--- src/hbpc_pkg.sv ---
// Constants for the host bus pin control block.
// Assumes a single machine clock and a synchronous active-high reset.
package hbpc_pkg;
  localparam logic [1:0] HBPC_BUS_SWITCH_CONTROL_REG_ADDR = 2'h0;
  localparam int HBPC_EXT_KEEP_BIT = 0;
  localparam int HBPC_HOST_KEEP_BIT = 1;
  localparam logic [1:0] HBPC_BUS_SWITCH_CONTROL_REG_RESET = 2'h0;
  localparam int HBPC_DATA_W = 16;
  localparam int HBPC_ADDR_W = 16;
  localparam int HBPC_HOST_W = 8;
endpackage : hbpc_pkg

--- src/hbpc_top.sv ---
// Pin control for the external address/data pins and the host byte data pins.
// Assumes the core supplies drive requests and data; pads resolve the wires from the enables.
// Notes on behaviour
// - Wide host mode lets external address pins select internal memory for host port.
// - Wide host mode carries 16-bit host data on external data pins, else CPU transfers.
// - External data pins float unless driving, and under reset, hold request or float.
// - Undriven external data pins with keeper on hold the last driven level.
// - External keeper is off at reset and set by its control register bit.
// - Host byte pins are the host data bus, or general I/O in wide host mode.
// - Host byte pins float unless driving and whenever the float input is low.
// - Undriven host byte pins with keeper on hold the last driven level.
// - Host keeper is off at reset and set by its control register bit.
`timescale 1ns/10ps
module hbpc_top
  import hbpc_pkg::*;
#(
  parameter int DW = HBPC_DATA_W,
  parameter int AW = HBPC_ADDR_W,
  parameter int HW = HBPC_HOST_W
) (
  // Clock and reset
  input wire logic core_clk,
  input wire logic rst,
  // Register port
  input wire logic [1:0] reg_addr,
  input wire logic [1:0] reg_wdata,
  input wire logic reg_wr,
  input wire logic reg_rd,
  output logic [1:0] reg_rdata,
  // Mode and float pins
  input wire logic wide_host_mode_pin,
  input wire logic bus_hold_req,
  input wire logic global_float_n,
  // External address pins
  input wire logic [AW-1:0] ext_address_pins_i,
  output logic [AW-1:0] host_port_addr,
  output logic host_port_addr_valid,
  // External data pins
  input wire logic [DW-1:0] ext_data_pins_i,
  output logic [DW-1:0] ext_data_pins_o,
  output logic ext_data_pins_oe,
  output logic ext_data_keep_en,
  // Core side of the external data bus
  input wire logic cpu_drive,
  input wire logic [DW-1:0] cpu_wdata,
  input wire logic host_port_drive,
  input wire logic [DW-1:0] host_port_rdata,
  output logic [DW-1:0] cpu_rdata,
  output logic [DW-1:0] host_port_wdata,
  // Host byte data pins
  input wire logic [HW-1:0] host_byte_data_pins_i,
  output logic [HW-1:0] host_byte_data_pins_o,
  output logic [HW-1:0] host_byte_data_pins_oe,
  output logic host_byte_keep_en,
  // Core side of the host byte pins
  input wire logic host_byte_drive,
  input wire logic [HW-1:0] host_byte_wdata,
  input wire logic [HW-1:0] gpio_dir,
  input wire logic [HW-1:0] gpio_out,
  output logic [HW-1:0] host_byte_rdata,
  output logic [HW-1:0] gpio_in
);
  logic [1:0] bus_switch_control_reg_q, bus_switch_control_reg_d;
  logic [1:0] rdata_q, rdata_d;
  logic [2:0] wide_s_q, wide_s_d;
  logic [2:0] hold_s_q, hold_s_d;
  logic [2:0] flt_s_q, flt_s_d;
  logic wide_q, wide_d, hold_q, hold_d, flt_n_q, flt_n_d;
  logic [DW-1:0] ed_o_q, ed_o_d, ed_i_q, ed_i_d, ed_m_q, ed_m_d, ed_c_q, ed_c_d, ed_h_q, ed_h_d;
  logic [AW-1:0] ad_q, ad_d;
  logic ad_v_q, ad_v_d, ed_oe_q, ed_oe_d;
  logic [HW-1:0] hb_o_q, hb_o_d, hb_oe_q, hb_oe_d, hb_i_q, hb_i_d, hb_m_q, hb_m_d;
  logic [HW-1:0] hb_r_q, hb_r_d, hb_g_q, hb_g_d;

  // Three-stage sampler; a change counts once the last two stages agree.
  function automatic logic filt(input logic [2:0] s, input logic cur);
    filt = (s[1] == s[2]) ? s[2] : cur;
  endfunction : filt

  always_comb
  begin
    bus_switch_control_reg_d = bus_switch_control_reg_q;
    rdata_d = rdata_q;
    if (reg_wr && reg_addr == HBPC_BUS_SWITCH_CONTROL_REG_ADDR)
    begin
      bus_switch_control_reg_d = reg_wdata;
    end
    if (reg_rd)
    begin
      rdata_d = (reg_addr == HBPC_BUS_SWITCH_CONTROL_REG_ADDR) ? bus_switch_control_reg_q : 2'h0;
    end
    wide_s_d = {wide_s_q[1:0], wide_host_mode_pin};
    hold_s_d = {hold_s_q[1:0], bus_hold_req};
    flt_s_d = {flt_s_q[1:0], global_float_n};
    wide_d = filt(wide_s_q, wide_q);
    hold_d = filt(hold_s_q, hold_q);
    flt_n_d = filt(flt_s_q, flt_n_q);
  end

  always_comb
  begin
    ed_i_d = ext_data_pins_i;
    ad_d = ext_address_pins_i;
    ad_v_d = wide_q;
    ed_oe_d = 1'b0;
    ed_o_d = ed_o_q;
    if (!hold_q && flt_n_q)
    begin
      if (wide_q && host_port_drive)
      begin
        ed_oe_d = 1'b1;
        ed_o_d = host_port_rdata;
      end
      else if (!wide_q && cpu_drive)
      begin
        ed_oe_d = 1'b1;
        ed_o_d = cpu_wdata;
      end
    end
    ed_m_d = ed_oe_d ? ed_o_d : ed_m_q;
    ed_c_d = wide_q ? ed_c_q : ed_i_q;
    ed_h_d = wide_q ? ed_i_q : ed_h_q;
    hb_i_d = host_byte_data_pins_i;
    hb_oe_d = '0;
    hb_o_d = hb_o_q;
    if (flt_n_q)
    begin
      if (wide_q)
      begin
        hb_oe_d = gpio_dir;
        hb_o_d = gpio_out;
      end
      else if (host_byte_drive)
      begin
        hb_oe_d = '1;
        hb_o_d = host_byte_wdata;
      end
    end
    for (int i = 0; i < HW; i++)
    begin
      hb_m_d[i] = hb_oe_d[i] ? hb_o_d[i] : hb_m_q[i];
    end
    hb_r_d = wide_q ? hb_r_q : hb_i_q;
    hb_g_d = wide_q ? hb_i_q : hb_g_q;
  end

  always_ff @(posedge core_clk)
  begin
    if (rst)
    begin
      bus_switch_control_reg_q <= HBPC_BUS_SWITCH_CONTROL_REG_RESET;
      rdata_q <= 2'h0;
      wide_s_q <= 3'h0;
      hold_s_q <= 3'h0;
      flt_s_q <= 3'h7;
      wide_q <= 1'b0;
      hold_q <= 1'b0;
      flt_n_q <= 1'b1;
      ed_o_q <= '0;
      ed_oe_q <= 1'b0;
      ed_i_q <= '0;
      ed_m_q <= '0;
      ed_c_q <= '0;
      ed_h_q <= '0;
      ad_q <= '0;
      ad_v_q <= 1'b0;
      hb_o_q <= '0;
      hb_oe_q <= '0;
      hb_i_q <= '0;
      hb_m_q <= '0;
      hb_r_q <= '0;
      hb_g_q <= '0;
    end
    else
    begin
      bus_switch_control_reg_q <= bus_switch_control_reg_d;
      rdata_q <= rdata_d;
      wide_s_q <= wide_s_d;
      hold_s_q <= hold_s_d;
      flt_s_q <= flt_s_d;
      wide_q <= wide_d;
      hold_q <= hold_d;
      flt_n_q <= flt_n_d;
      ed_o_q <= ed_o_d;
      ed_oe_q <= ed_oe_d;
      ed_i_q <= ed_i_d;
      ed_m_q <= ed_m_d;
      ed_c_q <= ed_c_d;
      ed_h_q <= ed_h_d;
      ad_q <= ad_d;
      ad_v_q <= ad_v_d;
      hb_o_q <= hb_o_d;
      hb_oe_q <= hb_oe_d;
      hb_i_q <= hb_i_d;
      hb_m_q <= hb_m_d;
      hb_r_q <= hb_r_d;
      hb_g_q <= hb_g_d;
    end
  end

  // Pin levels show the driven value, or else the last driven level that the keeper holds.
  assign reg_rdata = rdata_q;
  assign host_port_addr = ad_q;
  assign host_port_addr_valid = ad_v_q;
  assign ext_data_pins_o = ed_m_q;
  assign ext_data_pins_oe = ed_oe_q;
  assign ext_data_keep_en = bus_switch_control_reg_q[HBPC_EXT_KEEP_BIT];
  assign cpu_rdata = ed_c_q;
  assign host_port_wdata = ed_h_q;
  assign host_byte_data_pins_o = hb_m_q;
  assign host_byte_data_pins_oe = hb_oe_q;
  assign host_byte_keep_en = bus_switch_control_reg_q[HBPC_HOST_KEEP_BIT];
  assign host_byte_rdata = hb_r_q;
  assign gpio_in = hb_g_q;
endmodule : hbpc_top

--- config.mk ---
export PLATFORM = sky130hd
export DESIGN_NAME = hbpc_top
export DESIGN_NICKNAME = d
export VERILOG_FILES = /design/src/hbpc_pkg.sv /design/src/hbpc_top.sv
export SDC_FILE = /design/constraint.sdc
export NUM_CORES = 1
export LEC_CHECK = 0
export BUFFER_PORTS_ARGS = -buffer_cell sky130_fd_sc_hd__buf_4
export CAP_MARGIN = 20
export CORE_ASPECT_RATIO = 1.2
export CORE_MARGIN = 2
export CORE_UTILIZATION = 39
export DETAILED_ROUTE_END_ITERATION = 12
export GPL_TIMING_DRIVEN = 0
export PLACE_DENSITY = 0.75
export SLEW_MARGIN = 20
export SYNTH_ARGS = -nofsm -noshare
export SYNTH_HDL_FRONTEND = slang
export SYNTH_SLANG_ARGS = --single-unit
--- constraint.sdc ---
create_clock -name core_clk -period 1.4 [get_ports core_clk]
set_clock_uncertainty 0.15 [all_clocks]
set_input_delay 0.21 -clock core_clk [delete_from_list [all_inputs] [get_ports core_clk]]
set_output_delay 0.21 -clock core_clk [all_outputs]
set_load 0.02 [all_outputs]
==> impl_results.md <==
- Result of the run: finished, violations left
- Failing checks: negative setup slack
- Upper clock frequency limit: 0.664 GHz
- Number of filler cells placed in the layout: 937
- Diodes inserted: 0
- Remaining antenna violation count: 0
- Global-route wire length before repair: 24400 um
- Fraction of layout instances using a drive strength above 1: 42.3%
- Worst reg2reg path startpoint: ad_v_d
- RSZ-0062 raised after global routing: true
- Number of nets at the end of the flow: 906
- Post-Syn Nets: 604
- WL final: 16900 um
- Area occupied by multi-input gates: 0.00228 mm2
- Final Non-Filler Cells: 973
- Synth area leaders: dfxtp_1 (54%), mux2i_1 (9.8%), nor2b_1 (5.9%)
- Reported max-cap violation count: 0
- Placed inst area: 0.00689 mm2
- Worst Setup SP: ad_v_d
- End of the worst register-to-register path: ext_data_pins_o[0]
- Number of antenna violations at the first check in global routing: 0
- Num rows: 45
- Synthesis-to-finish area growth: 70.4%
- Final clock period utilization by the worst path: 108%
- Clock latency reported for the late side of the worst-skew pair: 0.40 ns
- Worst Slack Setup Final: -0.105 ns
- Highest fanout seen on the critical path: 8
- Area of all placed cells without fillers: 0.00869 mm2
- CTS sink cnt: 138
- Synth cell types: 30
- Number of vias after detailed routing: 4802
- Routability Congestion: 0.838
- Post-synthesis cell area: 0.00510 mm2
- Power density cells: 1120 mW/mm2
- Peak VDD IR: 0.949 mV
- Placed wire-length estimate: 10700 um
- Worst-margin pin slew: 0.547 ns
- Reg2Reg Depth: 4
- DRC violation count after routing: 0
- Worst relative slew slack: 63.5%
- Sequential standard cell area: 0.00277 mm2
- Average cell area after synthesis: 10.3 um2
- Warnings, synthesis: 0
- Reg2Reg Setup Slack: -0.11 ns
- Dpl ws: -0.304 ns
- Nature of the critical path endpoint: register
- Detailed-routing iteration count for the pre-antenna-repair pass: 4
- Critical Path Start Type: register
- Chip width: 108 um
- Placed cells: 869
- Type of the worst setup path: register to register
- Initial standard-cell utilization of the core: 40.1%
- Vias in the first global route: 5039
- Die Height: 129 um
- Most common cell after layout, fill and taps aside: buf_4
- TritonCTS Buffers: 17
- Data arrival, critical path: 1.64 ns
- Largest net degree at the start of global routing: 17
- Count of final setup violators: 65
- Number of register bits inferred by synthesis: 138
- Class of the worst hold path: input pin to register
- Top Ports: 212
- Detail-routed net length per standard cell: 17.4 um
- Clock tree from TritonCTS: built
- Average via count per standard cell: 4.94
- CORE AREA: 0.0127 mm2
- Shortest period the worst path allows: 1.51 ns
- Violation count after the first detailed-route iteration: 196
- Sum of overflow across all layers after global routing: 0
- CP Capture Point: ext_data_pins_o[0]
- Clock slew seen by the registers of the worst setup and hold paths: 0.06 ns
- Maximum buffer depth of the clock tree: 2
- Final hold violations: 0
- Seq/Total Area, Yosys: 54.2%
- Final core area utilization: 68.3%
- Count of input and output buffers: 211
- Leakage power summed over all cells: 0.00373 uW
- Endpoint required time on the critical path: 1.54 ns
- Fraction of post-synthesis cell area in the top cell type by area: 54.2%
- Total routing resource utilization after global routing: 22.7%
- Final max-slew violation count: 0
- Top library cells by usage in the layout, fill and taps aside: buf_4 (215), dfxtp_1 (137), dlygate4sd3_1 (57), nor2_1 (52), mux2i_1 (50)
- Yosys top cell by area: dfxtp_1
- Number of instances in the synthesized netlist: 494
- Total die area: 0.0140 mm2
- Buffer type at the clock tree root: clkbuf_16
- H-tree depth: 4
## Yosys cell counts
cell type,instances
a21boi_0,6
a21boi_1,2
a21oi_1,40
buf_12,1
buf_2,8
buf_4,7
buf_6,6
clkbuf_1,18
clkbuf_2,2
dfxtp_1,138
inv_1,8
mux2_8,1
mux2i_1,50
mux2i_4,1
nand2_1,19
nand2b_1,12
nand2b_2,1
nand3_1,2
nand3b_1,3
nor2_1,52
nor2b_1,48
nor3_1,4
nor3b_1,1
o2111ai_1,3
o2111ai_2,10
o21ai_0,23
o21bai_1,1
o2bb2ai_1,8
or2_2,3
or3b_1,16
## flip-flops by register name, indices dropped and copies added, names as in the netlist, 16 cells and up
register and count:
ext_data_pins_o 16, host_port_addr 16, host_port_wdata 16, cpu_rdata 16, ed_i_q 16
## critical path, stage by stage, from the launching register on
cell	delay, ns
dfxtp_4	0.47
mux2_8	0.42
buf_12	0.16
a21oi_4	0.14
nor3_2	0.04
## power by group
part           switching, uW  internal [uW]
clock network           1700           2680
logic                    540            658
registers               90.0           4090
total                   2330           7430
## layer usage
| metal | global-route usage (%) | vias to the layer above | part of all wire (%) |
|---|---|---|---|
| met2 | 42.9 | 204 | 53 |
| met5 | 0 | - | 0 |
| met3 | 7.60 | 35 | 8.3 |
| met1 | 22.5 | 2288 | 36 |
| li1 | - | 2275 | - |
| met4 | 9.73 | 0 | 2.5 |
## logic make-up after synthesis
family | Yosys count | share of synthesized area [%]
buf+inv | 50 | 5.64
flops | 138 | 54.2
compound gates | 93 | 12.3
simple gates | 161 | 17.1
mux | 52 | 10.8
## how the worst min path moves through the flow
stage                         from                   to  slack, ns  cells after the start
6_report       host_port_rdata[11]  ext_data_pins_o[11]      0.009                      3
5_1_grt        host_port_rdata[14]  ext_data_pins_o[14]       0.02                      3
4_1_cts         host_port_rdata[9]   ext_data_pins_o[9]    0.00001                      3
3_5_place_dp        global_float_n           flt_s_q[0]       0.25                      2
3_3_place_gp        global_float_n           flt_s_q[0]       0.25                      2
2_1_floorplan       global_float_n           flt_s_q[0]       0.16                      1
## per-stage QoR
step / setup TNS, ns / power [uW] / hold slack [ns]
2_1_floorplan: -0.0194 / 4700 / 0.164
3_3_place_gp: -13.88 / 5210 / 0.252
3_5_place_dp: -15.44 / 5230 / 0.251
4_1_cts: -3.01 / 9790 / 0.0000114
5_1_grt: -7.15 / 10100 / 0.0183
6_report: -3.35 / 9760 / 0.00934
## what timing repair did
| item | CTS | global route |
|---|---|---|
| endpoints found under the setup margin | 82 | 79 |
| pin swaps | 39 | 17 |
| setup buffers | 3 | 2 |
| cloned | 6 | 5 |
| gates resized for setup | 62 | 40 |
| hold endpoints to repair | 56 | 0 |
| hold buffers | 57 | 0 |
## layout make-up
cell class / instances / area share [%]
clock buffer: 19 / 5.10
clock inverter: 13 / 1.64
timing repair buffer: 283 / 28.2
tap: 164 / 2.36
inverter: 8 / 0.346
buffer: 41 / 4.26
sequential: 138 / 31.8
multi-input combinational: 307 / 26.2
Power figures use the tool's default switching activity.
